`src/core/dslf_pkg.sv`:
```
// dslf_pkg: constants, types and helpers of the pair line framer
// Operation
// - core frame: 144 bytes every 500 us
// - core frames form one unbroken 2304 kbit/s stream
// - core bytes dealt to pairs in rotation
// - layout is binary, before scrambling and coding
// - framing runs only once link is up
// - line frame nominally lasts 6 ms
// - three pairs: mean 2352 symbols, 4704 bits
// - three pairs: 2351 or 2353 symbols per frame
// - two pairs: mean 3504, 3503 or 3505
// - one pair: mean 6960, 6959 or 6961
// - timing slack absorbed by zero or two stuff symbols
// - all pair frames timed from one source
// - frame starts on all pairs aligned
// - same stuff decision on every pair
// - bits 1-14 sync, 15 input loss, 16 block error
// - four payload groups of twelve blocks, overhead between
// - power status bits sent by remote unit only
// - stuff symbols sent only when stuffing applies
// - sign then magnitude bit per symbol
// - symbol rate 392, 584 or 1160 kbaud
package dslf_pkg;
   localparam int NP = 3;
   localparam int CLK_HZ = 10_000_000;
   localparam int CORE_BYTES = 144;
   localparam int CORE_US = 500;
   localparam int CORE_KBPS = 2304;
   localparam int FRAME_US = 6000;
   localparam int BAUD_3 = 392_000;
   localparam int BAUD_2 = 584_000;
   localparam int BAUD_1 = 1_160_000;
   // header, three overhead sections and one stuff symbol of the mean frame
   localparam int FIXED_BITS = 48;
   localparam int GROUPS = 4;
   localparam int SYNC_END = 14;
   localparam int HDR_END = 16;
   localparam int OVH_BITS = 10;
   localparam int PS_A_SLOT = 6;
   localparam logic [3:0] STUFF_PAT = 4'h0;
   localparam logic [5:0] CRC_POLY = 6'h03;
   localparam logic [11:0] REG_CTRL = 12'h000;
   localparam logic [11:0] REG_OVH = 12'h004;
   localparam logic [11:0] REG_STAT = 12'h008;
   localparam int CTRL_EN = 0;
   localparam int CTRL_MODE = 1;
   localparam int CTRL_REMOTE = 3;
   localparam int OVH_EOC = 0;
   localparam int OVH_LOSS = 13;
   localparam int OVH_BERR = 14;
   localparam int OVH_BPV = 15;
   localparam int OVH_RTA = 16;
   localparam int OVH_READY = 17;
   localparam int OVH_SPARE = 18;
   localparam int OVH_PS = 20;
   localparam int OVH_REGEN = 22;
   localparam int STAT_FILL = 0;
   localparam int STAT_STUFF = 8;
   localparam int STAT_UNDER = 9;
   localparam int STAT_FRAMES = 16;
   localparam logic [31:0] CTRL_RST = 32'h0000_0006;
   localparam logic [25:0] OVH_RST = 26'h000_0000;

   typedef enum logic [1:0] {
      DSLF_ILLEGAL = 2'h0,
      DSLF_ONE = 2'h1,
      DSLF_TWO = 2'h2,
      DSLF_THREE = 2'h3
   } dslf_pairs_t;

   // an unused mode code falls back to three pairs
   function automatic int baud_of(input logic [1:0] m);
      unique case (m)
         DSLF_ONE: baud_of = BAUD_1;
         DSLF_TWO: baud_of = BAUD_2;
         default: baud_of = BAUD_3;
      endcase
   endfunction

   // mean symbols per frame: one nominal frame time at the symbol rate
   function automatic int mean_of(input logic [1:0] m);
      mean_of = baud_of(m) / 1000 * FRAME_US / 1000;
   endfunction
endpackage

```
`src/core/dslf_framer.sv`:
```
// dslf_framer: core-frame intake, elastic buffer and per-pair line framer
`timescale 1ns/100ps
module dslf_framer #(
   parameter int FIFO_DEPTH = 16,
   parameter logic [13:0] SYNC_WORD = 14'h0000
) (
   input wire logic core_clk,
   input wire logic rst_n,
   input wire logic [11:0] paddr,
   input wire logic psel,
   input wire logic penable,
   input wire logic pwrite,
   input wire logic [31:0] pwdata,
   output logic [31:0] prdata,
   output logic pready,
   output logic pslverr,
   input wire logic [7:0] app_data,
   input wire logic app_valid,
   output logic app_ready,
   output logic core_sof,
   output logic [dslf_pkg::NP-1:0] line_sign,
   output logic [dslf_pkg::NP-1:0] line_mag,
   output logic line_valid,
   output logic line_sof
);
   localparam int NP = dslf_pkg::NP;
   localparam int AW = $clog2(FIFO_DEPTH);

   logic en;
   logic remote;
   logic [1:0] mode;
   logic [25:0] ovh;
   logic [15:0] frames;
   logic underrun;

   function automatic logic [5:0] crc2(input logic [5:0] c, input logic [1:0] b);
      logic [5:0] r;
      r = c;
      for (int i = 1; i >= 0; i--) begin
         r = {r[4:0], 1'b0} ^ ((r[5] ^ b[i]) ? dslf_pkg::CRC_POLY : 6'h00);
      end
      return r;
   endfunction

   // frame geometry follows the pair count
   logic [20:0] baud;
   logic [13:0] mean;
   logic [13:0] grp;
   logic [13:0] o1;
   logic [13:0] o2;
   logic [13:0] o3;
   logic [13:0] st;
   logic [1:0] npairs;
   always_comb begin
      baud = 21'(dslf_pkg::baud_of(mode));
      mean = 14'(dslf_pkg::mean_of(mode));
      grp = 14'((2 * dslf_pkg::mean_of(mode) - dslf_pkg::FIXED_BITS) / dslf_pkg::GROUPS);
      o1 = 14'(dslf_pkg::HDR_END + 1) + grp;
      o2 = o1 + 14'(dslf_pkg::OVH_BITS) + grp;
      o3 = o2 + 14'(dslf_pkg::OVH_BITS) + grp;
      st = o3 + 14'(dslf_pkg::OVH_BITS) + grp;
      unique case (mode)
         dslf_pkg::DSLF_ONE: npairs = 2'h1;
         dslf_pkg::DSLF_TWO: npairs = 2'h2;
         default: npairs = 2'h3;
      endcase
   end

   // one fractional symbol tick shared by all pairs
   logic [23:0] acc;
   logic sym_tick;
   logic [24:0] acc_sum;
   assign acc_sum = {1'b0, acc} + {4'h0, baud};
   always_ff @(posedge core_clk or negedge rst_n) begin
      if (!rst_n) begin
         acc <= 24'h000000;
         sym_tick <= 1'b0;
      end else if (!en) begin
         acc <= 24'h000000;
         sym_tick <= 1'b0;
      end else if (acc_sum >= 25'(dslf_pkg::CLK_HZ)) begin
         acc <= 24'(acc_sum - 25'(dslf_pkg::CLK_HZ));
         sym_tick <= 1'b1;
      end else begin
         acc <= acc_sum[23:0];
         sym_tick <= 1'b0;
      end
   end

   // elastic buffer between application and line timing
   logic [7:0] mem [FIFO_DEPTH];
   logic [AW-1:0] wp;
   logic [AW-1:0] rp;
   logic [AW:0] cnt;
   logic [AW:0] next_cnt;
   logic push;
   logic pop;
   assign push = app_valid & app_ready;
   assign next_cnt = cnt + (AW+1)'(push) - (AW+1)'(pop);
   always_ff @(posedge core_clk) begin
      if (push) begin
         mem[wp] <= app_data;
      end
   end
   always_ff @(posedge core_clk or negedge rst_n) begin
      if (!rst_n) begin
         wp <= '0;
         rp <= '0;
         cnt <= '0;
         app_ready <= 1'b0;
      end else begin
         wp <= wp + AW'(push);
         rp <= rp + AW'(pop);
         cnt <= next_cnt;
         app_ready <= (next_cnt < (AW+1)'(FIFO_DEPTH));
      end
   end

   // core frame boundary: every 144th accepted byte opens a frame
   logic [7:0] core_idx;
   always_ff @(posedge core_clk or negedge rst_n) begin
      if (!rst_n) begin
         core_idx <= 8'h00;
         core_sof <= 1'b0;
      end else begin
         core_sof <= push && (core_idx == 8'h00);
         if (push) begin
            core_idx <= (core_idx == 8'(dslf_pkg::CORE_BYTES - 1)) ? 8'h00 : core_idx + 8'h01;
         end
      end
   end

   // byte dealer: one byte per pair in turn, ahead of need
   logic [7:0] hold [NP];
   logic [NP-1:0] hold_ok;
   logic [1:0] rot;
   logic reload;
   assign pop = en && (cnt != '0) && !hold_ok[rot] && !reload;
   always_ff @(posedge core_clk or negedge rst_n) begin
      if (!rst_n) begin
         hold_ok <= '0;
         rot <= 2'h0;
         for (int p = 0; p < NP; p++) begin
            hold[p] <= 8'h00;
         end
      end else if (!en) begin
         hold_ok <= '0;
         rot <= 2'h0;
      end else begin
         if (reload) begin
            hold_ok <= '0;
         end
         if (pop) begin
            hold[rot] <= mem[rp];
            hold_ok[rot] <= 1'b1;
            rot <= (rot == npairs - 2'h1) ? 2'h0 : rot + 2'h1;
         end
      end
   end

   // symbol composer
   logic [13:0] pos;
   logic stuff;
   logic [3:0] bits_left;
   logic [7:0] shreg [NP];
   logic [5:0] crc [NP];
   logic [5:0] crc_prev [NP];
   logic is_sync;
   logic is_hdr;
   logic is_stuff;
   logic is_ovh;
   logic is_pay;
   logic last;
   logic [13:0] ovh_idx;
   logic [7:0] data [NP];
   logic [1:0] sym [NP];
   logic [5:0] next_crc [NP];
   logic [29:0] ovh_word [NP];
   logic [13:0] sync_sh;
   logic [3:0] stuff_sh;
   logic [1:0] ps;
   assign ps = remote ? ovh[dslf_pkg::OVH_PS +: 2] : 2'h0;
   always_comb begin
      is_sync = pos <= 14'(dslf_pkg::SYNC_END);
      is_hdr = !is_sync && pos <= 14'(dslf_pkg::HDR_END);
      is_stuff = pos >= st;
      is_ovh = 1'b1;
      if (pos >= o1 && pos < o1 + 14'(dslf_pkg::OVH_BITS)) begin
         ovh_idx = pos - o1;
      end else if (pos >= o2 && pos < o2 + 14'(dslf_pkg::OVH_BITS)) begin
         ovh_idx = pos - o2 + 14'(dslf_pkg::OVH_BITS);
      end else if (pos >= o3 && pos < o3 + 14'(dslf_pkg::OVH_BITS)) begin
         ovh_idx = pos - o3 + 14'(2 * dslf_pkg::OVH_BITS);
      end else begin
         ovh_idx = 14'h0000;
         is_ovh = 1'b0;
      end
      is_pay = !is_sync && !is_hdr && !is_stuff && !is_ovh;
      last = stuff ? (pos == st + 14'h0002) : (pos == st - 14'h0002);
      reload = sym_tick && is_pay && (bits_left == 4'h0);
      sync_sh = SYNC_WORD << (pos - 14'h0001);
      stuff_sh = dslf_pkg::STUFF_PAT << 2'(pos - st);
      for (int p = 0; p < NP; p++) begin
         data[p] = (bits_left == 4'h0) ? hold[p] : shreg[p];
         ovh_word[p] = {
            ovh[dslf_pkg::OVH_EOC +: 4], crc_prev[p][5:4], ps,
            ovh[dslf_pkg::OVH_BPV], ovh[dslf_pkg::OVH_EOC + 4],
            ovh[dslf_pkg::OVH_EOC + 5 +: 4], crc_prev[p][3:2],
            ovh[dslf_pkg::OVH_REGEN +: 4],
            ovh[dslf_pkg::OVH_EOC + 9 +: 4], crc_prev[p][1:0],
            ovh[dslf_pkg::OVH_RTA], ovh[dslf_pkg::OVH_READY],
            ovh[dslf_pkg::OVH_SPARE +: 2]};
         if (is_sync) begin
            sym[p] = sync_sh[13:12];
         end else if (is_hdr) begin
            sym[p] = {ovh[dslf_pkg::OVH_LOSS], ovh[dslf_pkg::OVH_BERR]};
         end else if (is_stuff) begin
            sym[p] = stuff_sh[3:2];
         end else if (is_ovh) begin
            sym[p] = 2'(ovh_word[p] >> (14'd28 - ovh_idx));
         end else begin
            sym[p] = data[p][7:6];
         end
         next_crc[p] = (is_sync || is_stuff) ? crc[p] : crc2(crc[p], sym[p]);
      end
   end

   logic [13:0] out_pos;
   logic [13:0] sym_cnt;
   always_ff @(posedge core_clk or negedge rst_n) begin
      if (!rst_n) begin
         pos <= 14'h0001;
         stuff <= 1'b0;
         bits_left <= 4'h0;
         line_valid <= 1'b0;
         line_sof <= 1'b0;
         line_sign <= '0;
         line_mag <= '0;
         out_pos <= 14'h0000;
         sym_cnt <= 14'h0000;
         frames <= 16'h0000;
         for (int p = 0; p < NP; p++) begin
            shreg[p] <= 8'h00;
            crc[p] <= 6'h00;
            crc_prev[p] <= 6'h00;
         end
      end else if (!en) begin
         pos <= 14'h0001;
         bits_left <= 4'h0;
         line_valid <= 1'b0;
         line_sof <= 1'b0;
         sym_cnt <= 14'h0000;
         for (int p = 0; p < NP; p++) begin
            crc[p] <= 6'h00;
         end
      end else begin
         line_valid <= sym_tick;
         line_sof <= sym_tick && (pos == 14'h0001);
         if (sym_tick) begin
            out_pos <= pos;
            for (int p = 0; p < NP; p++) begin
               line_sign[p] <= sym[p][1];
               line_mag[p] <= sym[p][0];
               if (is_pay) begin
                  shreg[p] <= data[p] << 2;
               end
            end
            if (pos == 14'h0001) begin
               // a thin buffer means the far side is slower: stretch the frame
               stuff <= (cnt < (AW+1)'(FIFO_DEPTH / 2));
            end
            if (is_pay) begin
               bits_left <= ((bits_left == 4'h0) ? 4'h8 : bits_left) - 4'h2;
            end
            if (last) begin
               pos <= 14'h0001;
               sym_cnt <= 14'h0000;
               frames <= frames + 16'h0001;
               for (int p = 0; p < NP; p++) begin
                  crc_prev[p] <= next_crc[p];
                  crc[p] <= 6'h00;
               end
            end else begin
               pos <= pos + 14'h0002;
               sym_cnt <= sym_cnt + 14'h0001;
               for (int p = 0; p < NP; p++) begin
                  crc[p] <= next_crc[p];
               end
            end
         end
      end
   end

   // sticky until disabled: pair 0 ran out of bytes at a byte boundary
   always_ff @(posedge core_clk or negedge rst_n) begin
      if (!rst_n) begin
         underrun <= 1'b0;
      end else if (!en) begin
         underrun <= 1'b0;
      end else if (reload && !hold_ok[0]) begin
         underrun <= 1'b1;
      end
   end

   // apb slave, zero wait states
   logic [31:0] status;
   logic setup;
   assign setup = psel && !penable && !pready;
   always_comb begin
      status = 32'h0000_0000;
      status[dslf_pkg::STAT_FILL +: AW+1] = cnt;
      status[dslf_pkg::STAT_STUFF] = stuff;
      status[dslf_pkg::STAT_UNDER] = underrun;
      status[dslf_pkg::STAT_FRAMES +: 16] = frames;
   end
   always_ff @(posedge core_clk or negedge rst_n) begin
      if (!rst_n) begin
         pready <= 1'b0;
         pslverr <= 1'b0;
         prdata <= 32'h0000_0000;
         en <= dslf_pkg::CTRL_RST[dslf_pkg::CTRL_EN];
         mode <= dslf_pkg::CTRL_RST[dslf_pkg::CTRL_MODE +: 2];
         remote <= dslf_pkg::CTRL_RST[dslf_pkg::CTRL_REMOTE];
         ovh <= dslf_pkg::OVH_RST;
      end else begin
         pready <= setup;
         if (setup) begin
            pslverr <= 1'b0;
            unique case (paddr)
               dslf_pkg::REG_CTRL: prdata <= {28'h0000000, remote, mode, en};
               dslf_pkg::REG_OVH: prdata <= {6'h00, ovh};
               dslf_pkg::REG_STAT: prdata <= status;
               default: begin
                  prdata <= 32'h0000_0000;
                  pslverr <= 1'b1;
               end
            endcase
         end
         if (psel && penable && pready && pwrite) begin
            if (paddr == dslf_pkg::REG_CTRL) begin
               en <= pwdata[dslf_pkg::CTRL_EN];
               mode <= pwdata[dslf_pkg::CTRL_MODE +: 2];
               remote <= pwdata[dslf_pkg::CTRL_REMOTE];
            end
            if (paddr == dslf_pkg::REG_OVH) begin
               ovh <= pwdata[25:0];
            end
         end
      end
   end

   AST_TICK_GAP: assert property (@(posedge core_clk) disable iff (!rst_n)
      sym_tick |=> !sym_tick [*7])
      else $error("symbol ticks closer than the fastest rate allows");
   AST_FRAME_LEN: assert property (@(posedge core_clk) disable iff (!rst_n)
      sym_tick && last |-> (stuff ? sym_cnt == mean : sym_cnt == mean - 14'h0002))
      else $error("line frame length is not mean minus or plus one");
   AST_SOF_SYNC: assert property (@(posedge core_clk) disable iff (!rst_n)
      line_sof |-> line_valid && {line_sign[0], line_mag[0]} == SYNC_WORD[13:12])
      else $error("frame start does not carry the sync pattern");
   AST_STUFF_HOLD: assert property (@(posedge core_clk) disable iff (!rst_n)
      en && !(sym_tick && pos == 14'h0001) |=> $stable(stuff))
      else $error("stuff decision changed inside a frame");
   AST_IDLE: assert property (@(posedge core_clk) disable iff (!rst_n)
      !en |=> !line_valid && !line_sof)
      else $error("line symbols sent while link is down");
   AST_FIFO_BOUND: assert property (@(posedge core_clk) disable iff (!rst_n)
      cnt == (AW+1)'(FIFO_DEPTH) |-> !app_ready)
      else $error("elastic buffer full but still accepting");
   AST_CORE_SOF: assert property (@(posedge core_clk) disable iff (!rst_n)
      core_sof |-> core_idx == 8'h01)
      else $error("core frame start not on byte zero");
   AST_PS_LOCAL: assert property (@(posedge core_clk) disable iff (!rst_n)
      line_valid && !remote && out_pos == o1 + 14'(dslf_pkg::PS_A_SLOT)
      |-> line_sign == '0 && line_mag == '0)
      else $error("power status sent by the central unit");
   AST_CRC_HOLD: assert property (@(posedge core_clk) disable iff (!rst_n)
      !(sym_tick && last) |=> $stable(crc_prev[0]))
      else $error("frame check changed outside a frame end");
   AST_ROTATE: assert property (@(posedge core_clk) disable iff (!rst_n)
      pop && npairs != 2'h1 |=> rot != $past(rot))
      else $error("byte dealer did not move to the next pair");
endmodule // dslf_framer

```
`config.mk`:
```
export PLATFORM = sky130hd
export DESIGN_NAME = dslf_framer
export DESIGN_NICKNAME = d
export VERILOG_FILES = /design/src/core/dslf_pkg.sv /design/src/core/dslf_framer.sv
export SDC_FILE = /design/constraint.sdc
export NUM_CORES = 1
export LEC_CHECK = 0
export BUFFER_PORTS_ARGS = -buffer_cell sky130_fd_sc_hd__buf_2
export CAP_MARGIN = 40
export CORE_UTILIZATION = 55
export DETAILED_ROUTE_END_ITERATION = 8
export GPL_TIMING_DRIVEN = 0
export HOLD_SLACK_MARGIN = 0.02
export PLACE_DENSITY = 0.73
export SYNTH_ARGS = -nofsm -noshare
export SYNTH_HDL_FRONTEND = slang
export SYNTH_SLANG_ARGS = --single-unit
```
`constraint.sdc`:
```
create_clock -name core_clk -period 7.7 [get_ports core_clk]
set_input_delay 1.54 -clock core_clk [delete_from_list [all_inputs] [get_ports core_clk]]
set_output_delay 1.54 -clock core_clk [all_outputs]
set_load 0.02 [all_outputs]
```
==> impl_metrics.json, run 1 <==
{
  "synth-simple-area-share_pct": 13.9,
  "hold_violations": 0,
  "port_buffers": 94,
  "final_common_cell": "nand2_1",
  "synthArstFlopShare_pct": 64.4,
  "required_ns": 8.17,
  "setup_tns_ns": 0,
  "max_cap_violations": 0,
  "seq_area_frac_synth_pct": 45.7,
  "yosys_register_bits": 360,
  "cts_buffers": 38,
  "cpPeakStageDelay_ns": 0.64,
  "avgSynthCellArea_sq_um": 10.5,
  "place_hpwl_mm": 40.6,
  "area_growth_pct": 16.2,
  "chipWidth_um": 198,
  "finalNetCount": 2434,
  "cts.path.max_buffers": 3,
  "grt_use_total_pct": 28.9,
  "rows": 71,
  "vias": 16600,
  "status": "complete, no violations",
  "critPathCaptureType": "register",
  "final.period_utilization_pct": 98.6,
  "finalWorstSetupSlack_ns": 0.109,
  "grt_overflow_total": 0,
  "crit_top_cell": "ha_4",
  "syn-cell-area_sq_um": 21100,
  "antenna_found_initial": 0,
  "hold_class": "reg -> reg",
  "synth_compound_area_share_pct": 14.6,
  "dr.pass1.iters": 5,
  "first_global_vias": 16200,
  "synth_flop_cell": "dfrtp_1",
  "grt_max_degree": 124,
  "drt-vias-per-instance": 6.03,
  "clkLatencyLatePin_ns": 0.54,
  "cp_max_fo": 8,
  "dr.first_iter.drc_count": 1329,
  "design.core.area_sq_um": 37800,
  "drc_errors": 0,
  "num-fill-cells": 2922,
  "drive_gt1_share_pct": 16.3,
  "start_util_pct": 56.0,
  "cp.arrival_ns": 8.06,
  "muxShareOfSynthArea_pct": 7.28,
  "multi_input_area_sq_um": 11300,
  "die_h_um": 198,
  "netlist.area_leader.share_pct": 27.1,
  "fmax_mhz": 132,
  "max-slew-margin-rel_pct": 41.3,
  "layout_common_cells": "254 x nand2_1, 229 x dfrtp_1, 148 x ha_1",
  "synth_largest_area_cell": "dfrtp_1",
  "gp_congestion": 0.953,
  "syn_inst": 2016,
  "synthXorXnorAreaFrac_pct": 5.46,
  "clk_pin_slew_ns": 0.06,
  "clock_sinks": 360,
  "final-seq-area_sq_um": 9650,
  "finalMaxSlewViolations": 0,
  "h-tree-depth": 2,
  "synth_edf_count": 128,
  "cts_root_buffer": "clkbuf_16",
  "worstMarginPinSlew_ns": 0.881,
  "cts_tree": "done",
  "leakagePower_uw": 0.0106,
  "ctsHoldBuffers": 0,
  "die_area_sq_um": 39200,
  "n_antenna_cell": 0,
  "setup_viol": 0,
  "dp_slack_ns": -2.19,
  "routed_wl_mm": 56.5,
  "cp_slowest_cell": "dfstp_2",
  "critPathKind": "reg -> reg",
  "grt_pass1_wl_mm": 88.6,
  "pin_count": 102,
  "p_per_area_nw_per_um2": 181,
  "start_kind": "register",
  "synth_area_leaders": "dfrtp_1 27%, edfxtp_1 18%, ha_1 9.1%, nand2_1 4.5%, xnor2_1 3.2%",
  "synthAdderAreaFrac_pct": 10.3,
  "period_needed_ns": 7.59,
  "vdd_ir_drop_max_v": 0.000210,
  "drtAntennaViolNets": 0,
  "wire_per_inst_um": 20.6,
  "synth_top_family_by_area": "compound AO/OA/AOI/OAI gates",
  "yosysUniqueCellTypes": 88,
  "ys_warn_count": 0,
  "finClkSkew_ns": 0.0158
}
## layout make-up
cell class                      instances  area share, %
Inverter                               66           1.09
Tap cell                              511           2.60
Buffer                                 79           1.68
Sequential cell                       360           39.3
Clock inverter                         18           1.17
Multi-Input combinational cell       1513           46.0
Timing Repair Buffer                  152           3.82
Clock buffer                           52           4.34
## cell usage after synthesis, types with 6 or more instances
library cell / instances
nand2_1: 256
dfrtp_1: 229
ha_1: 154
nor2_1: 132
edfxtp_1: 128
a21oi_1: 86
o21ai_0: 84
xnor2_1: 76
clkbuf_1: 62
inv_1: 62
a31oi_1: 59
mux2i_1: 58
nand3_1: 57
xor2_1: 48
mux2_2: 47
nor3_1: 37
o21a_1: 29
and2_1: 26
a21o_1: 23
a22oi_1: 22
and3_1: 19
mux4_2: 19
o211ai_1: 19
nor2b_1: 16
a22o_1: 15
nand2b_1: 13
o31ai_1: 13
a221oi_1: 12
fa_1: 12
a211oi_1: 11
nand4_1: 11
nor3b_1: 11
nor4_1: 10
o21ai_1: 10
o21bai_1: 10
or3_1: 9
buf_2: 8
a211o_1: 6
a21boi_0: 6
a31o_2: 6
buf_4: 6
nand3b_1: 6
o22ai_1: 6
or2_2: 6
## where the power goes
| group | internal, uW | switching (uW) | total, uW | leakage, uW |
|---|---|---|---|---|
| clock | 1210 | 769 | 1980 | 0.000652 |
| combinational | 113 | 228 | 341 | 0.00565 |
| sequential | 2070 | 45.9 | 2120 | 0.00433 |
| total | 3400 | 1040 | 4440 | 0.0106 |
## worst max-delay path, delay by kind of cell (launching register included)
family | cells | cell delay (ns)
compound gates | 13 | 2.85
xor+xnor | 3 | 0.72
fa+ha+maj | 5 | 1.27
buf+inv | 6 | 0.69
flops | 1 | 0.64
simple gates | 7 | 1.31
## metrics by stage
stage	std cells	hold WS (ns)	instance area [sq um]	power [uW]	util, %
2_1_floorplan	2020	0.441	21100	2340	-
3_3_place_gp	2625	0.447	22300	2470	58.9
3_5_place_dp	2633	0.450	22300	2500	59.2
4_1_cts	2718	0.463	24200	4460	64.0
5_1_grt	2751	0.491	24500	4590	65.0
6_report	2751	0.457	24500	4440	65.0
## per-layer routing
| layer | track usage [%] | vias to the layer above | share of wire, % |
|---|---|---|---|
| met2 | 49.4 | 635 | 48 |
| met1 | 38.6 | 8093 | 43 |
| met4 | 9.10 | 0 | 3.2 |
| met5 | 0 | - | 0 |
| li1 | - | 7723 | - |
| met3 | 3.25 | 127 | 5.7 |
## flip-flops by register name (all words and copies together), names as in the netlist, 16 cells and up
signal,flops
ovh,26
prdata,32
hold,24
frames,16
acc,18
crc_prev,18
crc,18
shreg,18
mem,128
## logic make-up (layout without fill, tap and decap cells)
kind of cell / after synthesis / after routing
simple gates: 631 / 631
fa+ha+maj: 166 / 166
mux: 124 / 124
other cells: 2 / 6
compound gates: 459 / 459
xor+xnor: 127 / 127
flops: 360 / 360
buf+inv: 147 / 367
## repair_timing
item / 4_1_cts / 5_1_grt
setup buffers: 17 / 33
gates cloned: 0 / 0
endpoints found under the setup margin: 55 / 16
resized for setup: 69 / 31
pin swaps: 18 / 27
## worst paths after layout
path / start / cells after the start / slack [ns] / to
setup / recovery: mode[1]$_DFFE_PN1P_ / 34 / 0.11 / crc_prev[7]$_DFFE_PN0P_
hold / removal: prdata[15]$_DFFE_PN0P_ / 2 / 0.46 / prdata[15]$_DFFE_PN0P_
setup reg to reg: mode[1]$_DFFE_PN1P_ / 34 / 0.11 / crc_prev[7]$_DFFE_PN0P_
hold reg to reg: prdata[15]$_DFFE_PN0P_ / 2 / 0.46 / prdata[15]$_DFFE_PN0P_
max in group asynchronous: rst_n / 2 / 5.57 / hold[22]$_DFFE_PN0P_
min in group asynchronous: rst_n / 1 / 1.05 / prdata[2]$_DFFE_PN0P_
(Power assumes the default switching activity.)
==> inputs of run 2 (changes only) <==
--- a/config.mk
+++ b/config.mk
@@ -6,12 +6,13 @@
 export NUM_CORES = 1
 export LEC_CHECK = 0
 export BUFFER_PORTS_ARGS = -buffer_cell sky130_fd_sc_hd__buf_2
-export CAP_MARGIN = 40
+export CAP_MARGIN = 20
 export CORE_UTILIZATION = 55
 export DETAILED_ROUTE_END_ITERATION = 8
 export GPL_TIMING_DRIVEN = 0
 export HOLD_SLACK_MARGIN = 0.02
 export PLACE_DENSITY = 0.73
+export REMOVE_ABC_BUFFERS = 1
 export SYNTH_ARGS = -nofsm -noshare
 export SYNTH_HDL_FRONTEND = slang
 export SYNTH_SLANG_ARGS = --single-unit
==> run 2 against run 1 <==
  * Via count decreased by 3.8%
  * Clock power decreased by 11%
  * Routed wire length fell by 7.4%
  * Global-route usage is 1.7 points lower
  * Sequential power is essentially flat
  * Maximum frequency up 1.2%
  * Die area is the same
  * First-iteration DRC count shrank 14%
  * Combinational power fell by 9.1%
  * Non-clock buffer count decreased by 98
  * Flip-flop and latch count did not move
  * Clock skew is 0.011 ns higher
==> impl_metrics.json, run 2 (synthesis results as in run 1) <==
{
  "hold_class": "reg -> reg",
  "rrSetupSlack_ns": 0.20,
  "crit_top_cell": "inv_1",
  "cp_slowest_cell": "dfstp_2",
  "busiest_layer": "met2",
  "internal_power_uw": 3210,
  "p_comb_share_pct": 7.4,
  "r2r-start": "mode[1]$_DFFE_PN1P_",
  "grt_use_total_pct": 27.2,
  "fmax_mhz": 133,
  "dr.pass1.iters": 7,
  "wire_per_inst_um": 19.7,
  "finalMaxSlewViolations": 0,
  "largest_reg_flops": 128,
  "critPathCaptureType": "register",
  "clock_sinks": 360,
  "finalNetCount": 2337,
  "seqPwrFrac_pct": 50.6,
  "port_buffers": 95,
  "cp.arrival_ns": 7.98,
  "fin_util_pct": 63.2,
  "gp_congestion": 1.02,
  "cts_tree": "done",
  "largest_registers": "mem: 128 flops, prdata: 32 flops, ovh: 26 flops",
  "h-tree-depth": 2,
  "period_needed_ns": 7.50,
  "grt_pass1_wl_mm": 83.8,
  "gr-usage-met1_pct": 37.0,
  "setup_viol": 0,
  "p_per_area_nw_per_um2": 177,
  "crit_start": "mode[1]$_DFFE_PN1P_",
  "worstMarginPinSlew_ns": 1.08,
  "die_h_um": 198,
  "required_ns": 8.18,
  "cpPeakStageDelay_ns": 0.67,
  "clk_pin_slew_ns": 0.06,
  "rows": 71,
  "start_kind": "register",
  "dr.first_iter.drc_count": 1141,
  "drt-vias-per-instance": 6.00,
  "clkPwrFrac_pct": 42.1,
  "finClkSkew_ns": 0.0264,
  "fin_area_sq_um": 23800,
  "vdd_ir_drop_max_v": 0.000217,
  "cts_root_buffer": "clkbuf_16",
  "start_util_pct": 56.0,
  "first_global_vias": 15600,
  "leakagePower_uw": 0.0103,
  "met2_usage_pct": 45.9,
  "antenna_found_initial": 0,
  "critPathKind": "reg -> reg",
  "grt_overflow_total": 0,
  "routed_wl_mm": 52.3,
  "area_growth_pct": 12.9,
  "swShare_pct": 23.8,
  "drc_errors": 0,
  "layout_common_cells": "254 x nand2_1, 228 x dfrtp_1, 149 x ha_1",
  "num-fill-cells": 2995,
  "clkLatencyLatePin_ns": 0.54,
  "max_cap_violations": 0,
  "hold_violations": 0,
  "grt_max_degree": 121,
  "max-slew-margin-rel_pct": 28.2,
  "ctsHoldBuffers": 0,
  "final_common_cell": "nand2_1",
  "cp_top_family": "compound AO/OA/AOI/OAI gates",
  "cts.path.max_buffers": 3,
  "holdCritStartpoint": "prdata[12]$_DFFE_PN0P_",
  "place_hpwl_mm": 36.5,
  "chipWidth_um": 198,
  "status": "complete, no violations",
  "setup_tns_ns": 0,
  "multi_input_area_sq_um": 11200,
  "cp_max_fo": 38,
  "pin_count": 102,
  "final.period_utilization_pct": 97.5,
  "use_met3_pct": 3.29,
  "stdcell_count": 2655,
  "die_area_sq_um": 39200,
  "top_register": "mem",
  "drtAntennaViolNets": 0,
  "switchingPower_uw": 1000,
  "vias": 15900,
  "numPlacedInstances": 2559,
  "cts_buffers": 38,
  "design.core.area_sq_um": 37800,
  "drive_gt1_share_pct": 15.0,
  "final-seq-area_sq_um": 9660,
  "placed_area_sq_um": 22100,
  "worst-path-buf-inv": 4,
  "grt_setup_unrepaired": "yes"
}
## run 2: area by class of cell
cell class | instances | share of cell area [%]
Clock inverter | 16 | 0.735
Timing Repair Buffer | 133 | 3.63
Inverter | 66 | 1.11
Clock buffer | 54 | 4.41
Multi-Input combinational cell | 1514 | 46.9
Antenna cell | 1 | 0.0105
Sequential cell | 360 | 40.5
Tap cell | 511 | 2.68
## run 2: stage by stage
stage                     hold slack [ns]  setup WS (ns)  power, uW
final                               0.457          0.195       4220
after global routing                0.485        -0.0869       4380
after CTS                           0.464        0.00110       4250
after detailed placement            0.451          -3.22       2480
after global placement              0.444          -3.14       2450
after floorplan                     0.441         -0.517       2340
## run 2: repair_timing
action | in CTS | in global routing
resized for setup | 30 | 24
endpoints found under the setup margin | 31 | 23
setup buffers | 10 | 10
pin swaps | 5 | 8
cloned | 1 | 0
## run 2: path summary, 6_finish.rpt
path | end | depth (start not counted)
worst max-delay path | crc_prev[7]$_DFFE_PN0P_ | 31
worst min-delay path | prdata[12]$_DFFE_PN0P_ | 2
worst max register to register | crc_prev[7]$_DFFE_PN0P_ | 31
worst min register to register | prdata[12]$_DFFE_PN0P_ | 2
max in group asynchronous | rp[0]$_DFF_PN0_ | 2
min in group asynchronous | prdata[2]$_DFFE_PN0P_ | 1
## run 2: worst min-delay path, stage by stage, from the launching register on
cell and delay [ns]:
dfrtp_1 0.33, nand2_1 0.05, nand2_1 0.05
## run 2: layer usage
metal  part of all wire [%]  vias to the layer above  wire length (um)
li1                       -                     7510                 -
met1                     44                     7808             22900
met2                     48                      539             25000
met3                    6.1                       84              3180
met4                    2.4                        0              1230
met5                      0                        -                 0
## run 2: power groups by stage
stage | Clock, uW | Sequential, uW | Combinational, uW
6_report | 1770 | 2130 | 310
5_1_grt | 1880 | 2140 | 355
4_1_cts | 1810 | 2130 | 311
3_5_place_dp | 0 | 2170 | 308
3_3_place_gp | 0 | 2160 | 291
2_1_floorplan | 0 | 2150 | 183
